==> config.mk <==
export PLATFORM = sky130hd
export DESIGN_NAME = eprd_detector
export DESIGN_NICKNAME = d
export VERILOG_FILES = /design/src/hdl/eprd_pkg.sv /design/src/hdl/eprd_detector.sv
export SDC_FILE = /design/constraint.sdc
export NUM_CORES = 1
export LEC_CHECK = 0
export ABC_AREA = 1
export BUFFER_PORTS_ARGS = -buffer_cell sky130_fd_sc_hd__buf_2
export CAP_MARGIN = 20
export CORE_ASPECT_RATIO = 1.25
export CORE_MARGIN = 2
export CORE_UTILIZATION = 30
export CTS_BUF_LIST = sky130_fd_sc_hd__clkbuf_8
export DETAILED_ROUTE_END_ITERATION = 6
export PLACE_DENSITY = 0.62
export SYNTH_ARGS = -nofsm -noshare
export SYNTH_HDL_FRONTEND = slang
export SYNTH_SLANG_ARGS = --single-unit
==> constraint.sdc <==
create_clock -name mclk -period 1.06 [get_ports mclk]
set_clock_uncertainty 0.15 [all_clocks]
set_input_delay 0.053 -clock mclk [delete_from_list [all_inputs] [get_ports mclk]]
set_output_delay 0.053 -clock mclk [all_outputs]
set_load 0.02 [all_outputs]
==> src/hdl/eprd_pkg.sv <==
// package of constants for the external pin request detector
package eprd_pkg;
  // ----------------------------------------------------------------
  // register map
  // ----------------------------------------------------------------
  localparam logic [3:0] ADDR_STATUS_CONTROL = 4'h0;
  localparam logic [3:0] ADDR_IRQ_STATUS     = 4'h1;
  localparam logic [3:0] ADDR_IRQ_MASK       = 4'h2;
  localparam int ADDR_W = 4;
  localparam int DATA_W = 8;
  // ----------------------------------------------------------------
  // field positions of the status/control register
  // ----------------------------------------------------------------
  localparam int BIT_PULL_DISABLE = 6;
  localparam int BIT_POLARITY     = 5;
  localparam int BIT_PIN_ENABLE   = 4;
  localparam int BIT_EVENT_FLAG   = 3;
  localparam int BIT_ACK          = 2;
  localparam int BIT_IRQ_ENABLE   = 1;
  localparam int BIT_MODE         = 0;
  // ----------------------------------------------------------------
  // status and mask layout, reset values
  // ----------------------------------------------------------------
  localparam int EVT_PIN_EVENT = 0;
  localparam logic [7:0] RESET_CONTROL = 8'h00;
  localparam logic [7:0] RESET_MASK    = 8'h00;
  localparam logic [7:0] READ_ZERO     = 8'h00;
endpackage : eprd_pkg

==> src/hdl/eprd_detector.sv <==
// external pin request detector with register port and interrupt output
// Overview of operation
// - bit 6 set turns pull device off; clear means pull active when enabled
// - bit 5 picks polarity: 0 falling/low, 1 rising/high
// - rising polarity with pull active pulls pin down, else up
// - bit 4 enables pin as request input; otherwise no detection
// - bit 3 read-only event flag set by detected events
// - bit 2 write one clears flag; write zero nothing; reads zero
// - level mode keeps flag set while pin stays asserted
// - bit 1 forwards flag as processor request, else polling only
// - bit 0 selects edge-only or edge plus level detection
// - enabled pin reaches wake logic on an unclocked path in stop
`timescale 1ns/1ps
`default_nettype none
module eprd_detector (
  input  wire logic       mclk,
  input  wire logic       sys_rst,
  input  wire logic [3:0] reg_addr,
  input  wire logic [7:0] reg_wdata,
  input  wire logic       reg_wr,
  input  wire logic       reg_rd,
  output logic      [7:0] reg_rdata,
  input  wire logic       pin_in,
  output logic            pull_up_en,
  output logic            pull_down_en,
  output logic            cpu_request,
  output logic            irq_out,
  output logic            wake_request
);
  // ----------------------------------------------------------------
  // state
  // ----------------------------------------------------------------
  logic       pull_device_disable, next_pull_device_disable;
  logic       polarity_select, next_polarity_select;
  logic       pin_function_enable, next_pin_function_enable;
  logic       request_event_flag, next_request_event_flag;
  logic       request_interrupt_enable, next_request_interrupt_enable;
  logic       detection_mode_select, next_detection_mode_select;
  logic       sync_first, sync_second, pin_prev;
  logic       next_pin_prev;
  logic [7:0] irq_status, next_irq_status;
  logic [7:0] irq_mask, next_irq_mask;
  logic [7:0] next_reg_rdata;
  logic       next_pull_up_en, next_pull_down_en, next_cpu_request, next_irq_out;
  logic       asserted_now, edge_seen, level_hold, event_now, ack_write;
  logic       ctrl_write;

  // ----------------------------------------------------------------
  // pin synchroniser
  // ----------------------------------------------------------------
  // first stage is read only by the second stage
  always_ff @(posedge mclk) begin
    if (sys_rst) begin
      sync_first  <= 1'b0;
      sync_second <= 1'b0;
    end else begin
      sync_first  <= pin_in;
      sync_second <= sync_first;
    end
  end

  // ----------------------------------------------------------------
  // event detection
  // ----------------------------------------------------------------
  // polarity folded in so asserted means active level in either sense
  always_comb begin
    asserted_now = polarity_select ? sync_second : ~sync_second;
    next_pin_prev = asserted_now;
    edge_seen  = pin_function_enable & asserted_now & ~pin_prev;
    level_hold = pin_function_enable & detection_mode_select
                 & asserted_now;
    event_now  = edge_seen | level_hold;
    ctrl_write = reg_wr & (reg_addr == eprd_pkg::ADDR_STATUS_CONTROL);
    ack_write  = ctrl_write & reg_wdata[eprd_pkg::BIT_ACK];
  end

  // ----------------------------------------------------------------
  // registers and flag
  // ----------------------------------------------------------------
  // the event flag ignores written data; only detection and ack touch it
  always_comb begin
    next_pull_device_disable      = pull_device_disable;
    next_polarity_select          = polarity_select;
    next_pin_function_enable      = pin_function_enable;
    next_request_interrupt_enable = request_interrupt_enable;
    next_detection_mode_select    = detection_mode_select;
    next_irq_mask                 = irq_mask;
    next_irq_status               = irq_status;
    if (ctrl_write) begin
      next_pull_device_disable      = reg_wdata[eprd_pkg::BIT_PULL_DISABLE];
      next_polarity_select          = reg_wdata[eprd_pkg::BIT_POLARITY];
      next_pin_function_enable      = reg_wdata[eprd_pkg::BIT_PIN_ENABLE];
      next_request_interrupt_enable = reg_wdata[eprd_pkg::BIT_IRQ_ENABLE];
      next_detection_mode_select    = reg_wdata[eprd_pkg::BIT_MODE];
    end
    if (reg_wr && reg_addr == eprd_pkg::ADDR_IRQ_MASK) begin
      next_irq_mask = reg_wdata;
    end
    // set wins over clear in the same cycle
    next_request_event_flag = request_event_flag;
    if (ack_write) begin
      next_request_event_flag = 1'b0;
    end
    if (event_now) begin
      next_request_event_flag = 1'b1;
    end
    // status clears on read, a coincident event still lands
    if (reg_rd && reg_addr == eprd_pkg::ADDR_IRQ_STATUS) begin
      next_irq_status = 8'h00;
    end
    if (event_now) begin
      next_irq_status[eprd_pkg::EVT_PIN_EVENT] = 1'b1;
    end
  end

  // ----------------------------------------------------------------
  // read mux and outputs
  // ----------------------------------------------------------------
  // ack bit and bit 7 read zero; unmapped addresses read zero
  always_comb begin
    next_reg_rdata = eprd_pkg::READ_ZERO;
    if (reg_rd) begin
      unique case (reg_addr)
        eprd_pkg::ADDR_STATUS_CONTROL: begin
          next_reg_rdata[eprd_pkg::BIT_PULL_DISABLE] = pull_device_disable;
          next_reg_rdata[eprd_pkg::BIT_POLARITY]     = polarity_select;
          next_reg_rdata[eprd_pkg::BIT_PIN_ENABLE]   = pin_function_enable;
          next_reg_rdata[eprd_pkg::BIT_EVENT_FLAG]   = request_event_flag;
          next_reg_rdata[eprd_pkg::BIT_IRQ_ENABLE]   = request_interrupt_enable;
          next_reg_rdata[eprd_pkg::BIT_MODE]         = detection_mode_select;
        end
        eprd_pkg::ADDR_IRQ_STATUS: next_reg_rdata = irq_status;
        eprd_pkg::ADDR_IRQ_MASK:   next_reg_rdata = irq_mask;
        default:                   next_reg_rdata = eprd_pkg::READ_ZERO;
      endcase
    end
    // pull choice follows new settings on the same edge that loads the control register
    next_pull_up_en   = next_pin_function_enable & ~next_pull_device_disable
                        & ~next_polarity_select;
    next_pull_down_en = next_pin_function_enable & ~next_pull_device_disable
                        & next_polarity_select;
    next_cpu_request  = next_request_interrupt_enable & next_request_event_flag;
    next_irq_out      = |(next_irq_status & next_irq_mask);
  end

  // ----------------------------------------------------------------
  // register stage
  // ----------------------------------------------------------------
  always_ff @(posedge mclk) begin
    if (sys_rst) begin
      pull_device_disable      <= eprd_pkg::RESET_CONTROL[eprd_pkg::BIT_PULL_DISABLE];
      polarity_select          <= eprd_pkg::RESET_CONTROL[eprd_pkg::BIT_POLARITY];
      pin_function_enable      <= eprd_pkg::RESET_CONTROL[eprd_pkg::BIT_PIN_ENABLE];
      request_event_flag       <= eprd_pkg::RESET_CONTROL[eprd_pkg::BIT_EVENT_FLAG];
      request_interrupt_enable <= eprd_pkg::RESET_CONTROL[eprd_pkg::BIT_IRQ_ENABLE];
      detection_mode_select    <= eprd_pkg::RESET_CONTROL[eprd_pkg::BIT_MODE];
      irq_status               <= eprd_pkg::READ_ZERO;
      irq_mask                 <= eprd_pkg::RESET_MASK;
      pin_prev                 <= 1'b1;  // blocks a false edge right after reset
      reg_rdata                <= eprd_pkg::READ_ZERO;
      pull_up_en               <= 1'b0;
      pull_down_en             <= 1'b0;
      cpu_request              <= 1'b0;
      irq_out                  <= 1'b0;
    end else begin
      pull_device_disable      <= next_pull_device_disable;
      polarity_select          <= next_polarity_select;
      pin_function_enable      <= next_pin_function_enable;
      request_event_flag       <= next_request_event_flag;
      request_interrupt_enable <= next_request_interrupt_enable;
      detection_mode_select    <= next_detection_mode_select;
      irq_status               <= next_irq_status;
      irq_mask                 <= next_irq_mask;
      pin_prev                 <= next_pin_prev;
      reg_rdata                <= next_reg_rdata;
      pull_up_en               <= next_pull_up_en;
      pull_down_en             <= next_pull_down_en;
      cpu_request              <= next_cpu_request;
      irq_out                  <= next_irq_out;
    end
  end

  // ----------------------------------------------------------------
  // stop-mode wake path
  // ----------------------------------------------------------------
  // registered enable and polarity gate the raw pin; no clock edge needed
  // once clocks stop, so wake works with the detector frozen
  // limitation: this output is combinational from pin_in by design
  assign wake_request = pin_function_enable & (pin_in ~^ polarity_select);
endmodule : eprd_detector
`default_nettype wire

==> results.py, run 1 <==
metrics = {
    "sta": {
        "fin_crit_sh": 1.18,
        "timing.hold.ws_ns": -0.0680,
        "slew_violations": 0,
        "fin_crit_ns": 1.25,
        "worstMarginPinSlew_ns": 0.226,
        "finalHoldViolCount": 6,
        "setup_viol": 6,
        "grt_setup_unrepaired": "true",
        "finalWorstSetupSlack_ns": -0.189,
        "fin_setup_tns_ns": -0.401,
        "max_freq_mhz": 800,
        "slew_headroom": 0.849,
    },
    "worst_hold_path": {
        "hold_start": "reg_wdata[4]",
        "min_path_type": "in2reg",
    },
    "die": {
        "rows": 29,
        "core_um2": 5010,
        "die_w_um": 68.0,
        "chipHeight_um": 84.0,
        "die_area_um2": 5720,
        "ioPinCount": 30,
        "initial_core_util": 0.307,
    },
    "pwr": {
        "ir_drop_v": 0.000515,
        "p_leak_nw": 1.13,
        "powerDensity_nw_per_um2": 1200,
    },
    "setup_path": {
        "path_class": "reg2out",
        "critPathSlowestCell": "dfxtp_2",
        "reg2reg_slack_ns": -0.11,
        "max_stage_delay_ns": 0.34,
        "setup.worst_path.start": "polarity_select",
        "cp.required_ns": 0.86,
        "worstSetupStartpointType": "register",
        "endpoint_kind": "output port",
        "path_cells": "buf_6, o21ai_2, a21oi_2, buf_4",
        "r2r-start": "polarity_select",
        "worstPathArrival_ns": 1.05,
        "critPathMaxFanout": 3,
    },
    "grt": {
        "grt_util_met3": 0.0297,
        "antenna_found_initial": 0,
        "use_met1": 0.165,
        "grt-busiest-layer": "met2",
        "grt_overflow_total": 0,
        "grt_usage": 0.156,
        "met2_usage": 0.281,
        "first_global_vias": 1509,
        "grt_max_degree": 19,
        "grt_pass1_wl_um": 6640,
    },
    "outcome": {
        "violations": "hold timing, setup timing",
        "status": "finished with violations",
    },
    "logic_synthesis": {
        "synth_cell_type_count": 20,
        "yosysTopAreaCellShare": 0.482,
        "synthTopCellsByCount": "nand2_1, dfxtp_1, inv_1",
        "yosysMostFrequentCell": "nand2_1",
        "synth_area_um2": 1540,
        "synth_nets": 224,
        "synth_area_per_cell_um2": 7.43,
        "yosysWarnings": 0,
        "ys_ff_latch": 37,
        "ys_top_cells_by_area": "dfxtp_1, nand2_1, inv_1",
        "synth-edff-count": 0,
        "syn-instance-count": 207,
        "synth_top_area_cell": "dfxtp_1",
        "synthArstFlopShare": 0,
        "yosysSeqAreaShare": 0.482,
        "synth_ff_type": "dfxtp_1",
    },
    "detailed_routing": {
        "vias": 1545,
        "wl_um": 3980,
        "drc": 0,
        "wl_per_cell_um": 11.8,
        "initialDrtViolationCount": 88,
        "first_pass_iters": 4,
        "vias_per_cell": 4.57,
        "antenna_left": 0,
    },
    "final_layout": {
        "layout.nets": 293,
        "diodes": 0,
        "drive_above_1_share": 0.344,
        "area_delta_synth_final_pct": 43.2,
    },
    "clock_tree": {
        "cts_sinks": 37,
        "ctsLongestPathBuffers": 2,
        "cts_tree": "built",
        "clk-insertion-delay-late_ns": 0.29,
        "ctsHtreeMaxLevel": 2,
        "clk_pin_slew_ns": 0.07,
        "cts_buffers": 5,
        "root_buffer": "clkbuf_8",
    },
    "place": {
        "place_hpwl_um": 2990,
        "port_buffers": 29,
        "gp_congestion": 0.801,
        "place_ws_ns": -0.259,
    },
    "flow_run": {
        "cap_violations": 0,
    },
}
-- power by group --
group / leakage (nW) / switching [mW] / internal, mW
registers: 0.300 / 0.00633 / 1.40
clock network: 0.0485 / 0.471 / 0.506
logic: 0.781 / 0.135 / 0.117
-- sequential cells by signal, summed over array words and instances (netlist names) --
name                      cells
request_interrupt_enable      1
irq_mask                      8
reg_rdata                     8
pull_device_disable           1
pull_up_en                    1
request_event_flag            1
pin_function_enable           1
sync_second                   1
cpu_request                   1
irq_status                    8
detection_mode_select         1
irq_out                       1
pin_prev                      1
polarity_select               1
sync_first                    1
pull_down_en                  1
-- final cells by class --
class / instances / area (um^2)
multi-input cells: 137 / 702
inverters: 26 / 97.6
well taps: 62 / 77.6
repair buffers: 69 / 494
fillers: 531 / 2810
clock buffers: 6 / 82.6
clock inverters: 1 / 3.75
flip-flops and latches: 37 / 744
-- routing by layer --
metal,vias to the layer above,routed length (um)
li1,792,-
met1,718,1650
met2,27,2100
met3,8,123
met4,0,104
met5,-,0
-- repair_timing --
action / in CTS / in global routing
endpoints found under the hold margin: 19 / 8
endpoints found under the setup margin: 5 / 10
gates resized for setup: 10 / 7
buffers inserted: 1 / 0
hold buffers: 8 / 2
pin swaps: 3 / 3
-- placed cells by master, fill, tap and decap left out, drive strengths merged --
master	count
buf	62
nand2	60
dfxtp	37
inv	27
nor2	23
nand3	16
a21oi	14
nand4	8
dlygate4sd3	7
clkbuf	6
o21ai	6
or2	4
a21boi	2
and3	1
xnor2	1
nor3	1
o211ai	1
-- worst paths after layout --
| check | end | cells after the start |
|---|---|---|
| worst max-delay path | wake_request | 4 |
| worst min-delay path | pin_function_enable | 3 |
| worst max register to register | irq_out | 7 |
| worst min register to register | sync_second | 2 |
-- per-stage QoR --
stage	cell area (um^2)	util	power, mW	std cells
2_1_floorplan	1560	-	1.55	207
3_3_place_gp	2000	0.399	1.67	323
3_5_place_dp	2000	0.399	1.67	323
4_1_cts	2190	0.438	2.66	339
5_1_grt	2200	0.440	2.73	338
6_report	2200	0.440	2.64	338
-- worst max-delay path: cells and delay by family (launching register included) --
kind	cells	cell delay, ns
flops	1	0.34
buf+inv	2	0.27
compound gates	2	0.15
-- cells by family after synthesis --
family	after synthesis	synth area share
AO/OA/AOI/OAI	23	0.0797
flip-flops	37	0.482
AND/OR/NAND/NOR	113	0.335
buffers and inverters	33	0.0976
XOR/XNOR	1	0.00570
Power figures use the tool's default switching activity.
==> inputs of run 2 (changes only) <==
RECOVER_POWER = 50   (was unset)
TNS_END_PERCENT = 50   (was unset)
==> run 2 against run 1 <==
  * The run still ends with hold timing, setup timing left
  * Sequential cell count did not move
  * Sequential share of layout area is 0.16 points higher
  * Total power shrank 0.29%
  * Via count up 0.45%
  * Final area down 0.62%
  * Cell count grew 0.30%
  * Worst hold slack better by 0.0015 ns
  * Register-to-register slack hardly changed
  * Wire length down 0.50%
  * Critical endpoint unchanged
  * Critical path type unchanged
==> results.py, run 2 (same netlist as run 1, synthesis figures left out) <==
metrics = {
    "outcome": {
        "status": "finished with violations",
        "violations": "hold timing, setup timing",
    },
    "sta": {
        "max_freq_mhz": 801,
        "slew_headroom": 0.826,
        "fin_crit_sh": 1.18,
        "finalWorstSetupSlack_ns": -0.189,
        "timing.hold.ws_ns": -0.0665,
        "setup_viol": 7,
        "fin_crit_ns": 1.25,
        "grt_setup_unrepaired": "true",
        "worstMarginPinSlew_ns": 0.262,
        "slew_violations": 0,
        "finalHoldViolCount": 4,
    },
    "setup_path": {
        "worstSetupStartpointType": "register",
        "endpoint_kind": "output port",
        "r2r-start": "polarity_select",
        "reg2reg_slack_ns": -0.11,
        "critPathMaxFanout": 3,
        "path_class": "reg2out",
        "r2r_cells": 7,
        "r2r-end": "irq_out",
        "cp.required_ns": 0.86,
        "worstPathArrival_ns": 1.05,
    },
    "place": {
        "dp_cells": 323,
        "place_hpwl_um": 2990,
        "gp_congestion": 0.801,
        "port_buffers": 29,
    },
    "detailed_routing": {
        "drc": 0,
        "vias_per_cell": 4.58,
        "wl_per_cell_um": 11.7,
        "vias": 1552,
        "top_layer_used": "met4",
        "antenna_left": 0,
        "drt-met1-wl_um": 1620,
        "initialDrtViolationCount": 79,
        "met2_length_um": 2090,
        "wl_met3_um": 143,
        "first_pass_iters": 6,
        "wl_um": 3960,
    },
    "pwr": {
        "seq_power_share": 0.536,
        "swShare": 0.232,
        "internal_power_mw": 2.02,
        "ir_drop_v": 0.000513,
        "powerDensity_nw_per_um2": 1200,
        "p_leak_nw": 1.12,
        "power.net_switching_mw": 0.611,
        "p_clk_frac": 0.371,
        "p_comb_frac": 0.093,
    },
    "die": {
        "die_area_um2": 5720,
        "die_w_um": 68.0,
        "ioPinCount": 30,
        "rows": 29,
        "chipHeight_um": 84.0,
        "core_um2": 5010,
        "initial_core_util": 0.307,
    },
    "worst_hold_path": {
        "worstHoldEndpoint": "irq_mask[3]",
        "min_path_cells": 3,
        "min_path_type": "in2reg",
        "hold_start": "reg_wdata[3]",
    },
    "final_layout": {
        "fin_cells": 339,
        "final_core_util": 0.437,
        "fillers": 533,
        "final_common_cell": "nand2_1",
        "multiInputGateArea_um2": 697,
        "layout_common_cells": "nand2_1, dfxtp_1, buf_4",
        "layout.nets": 294,
        "reg.largest.list": "irq_mask (8), irq_status (8), reg_rdata (8)",
        "drive_above_1_share": 0.329,
        "regArea_um2": 743,
        "area_delta_synth_final_pct": 42.3,
        "diodes": 0,
    },
    "clock_tree": {
        "clk-insertion-delay-late_ns": 0.29,
        "ctsLongestPathBuffers": 2,
        "root_buffer": "clkbuf_8",
        "cts_buffers": 5,
        "cts_sinks": 37,
        "clk_pin_slew_ns": 0.07,
        "cts_tree": "built",
        "ctsHtreeMaxLevel": 2,
    },
    "flow_run": {
        "cap_violations": 0,
    },
    "grt": {
        "grt_pass1_wl_um": 6640,
        "grt_overflow_total": 0,
        "grt_usage": 0.156,
        "antenna_found_initial": 0,
        "first_global_vias": 1509,
        "grt_max_degree": 19,
    },
}
-- run 2: timing repair --
item / CTS / global route
gates cloned: 0 / 0
setup buffers: 1 / 0
pin swaps: 3 / 2
hold buffers: 8 / 2
endpoints found under the setup margin: 5 / 10
hold endpoints to repair: 19 / 6
gates resized for setup: 10 / 5
-- run 2: how the worst max path moves through the flow --
stage               startpoint           end  slack [ns]  depth (start not counted)
2_1_floorplan  polarity_select       irq_out      -0.009                          7
3_3_place_gp       reg_addr[3]       irq_out       -0.25                         10
3_5_place_dp       reg_addr[3]       irq_out       -0.26                         10
4_1_cts        polarity_select  wake_request       -0.22                          4
5_1_grt        polarity_select  wake_request       -0.25                          4
6_report       polarity_select  wake_request       -0.19                          4
-- run 2: through the flow --
step	power [mW]	area (um^2)	setup WS (ns)	TNS, ns
2_1_floorplan	1.55	1560	-0.00917	-0.0163
3_3_place_gp	1.67	2000	-0.249	-2.46
3_5_place_dp	1.67	2000	-0.259	-2.76
4_1_cts	2.66	2190	-0.216	-0.638
5_1_grt	2.73	2190	-0.247	-1.56
6_report	2.63	2190	-0.189	-0.423
-- run 2: critical path: stages (launching register included) --
cell and delay (ns):
dfxtp_2 0.34, buf_6 0.12, o21ai_2 0.11, a21oi_2 0.04
buf_4 0.15
-- run 2: power by group through the flow --
stage	sequential (mW)	clock [mW]	combinational [mW]
CTS	1.41	0.995	0.251
detailed placement	1.44	0	0.223
finish	1.41	0.977	0.245
floorplan	1.44	0	0.110
global placement	1.44	0	0.224
global route	1.41	1.05	0.269
-- run 2: area by class of cell --
class,count,area share
Clock buffer,6,0.0377
Timing Repair Buffer,70,0.222
Tap cell,62,0.0354
Clock inverter,1,0.00172
Sequential cell,37,0.340
Multi-Input combinational cell,137,0.318
Inverter,26,0.0446
-- run 2: metal layers --
layer | vias up | global-route usage
li1 | 794 | -
met2 | 31 | 0.281
met4 | 0 | 0.0782
met3 | 8 | 0.0297
met5 | - | 0
met1 | 719 | 0.165
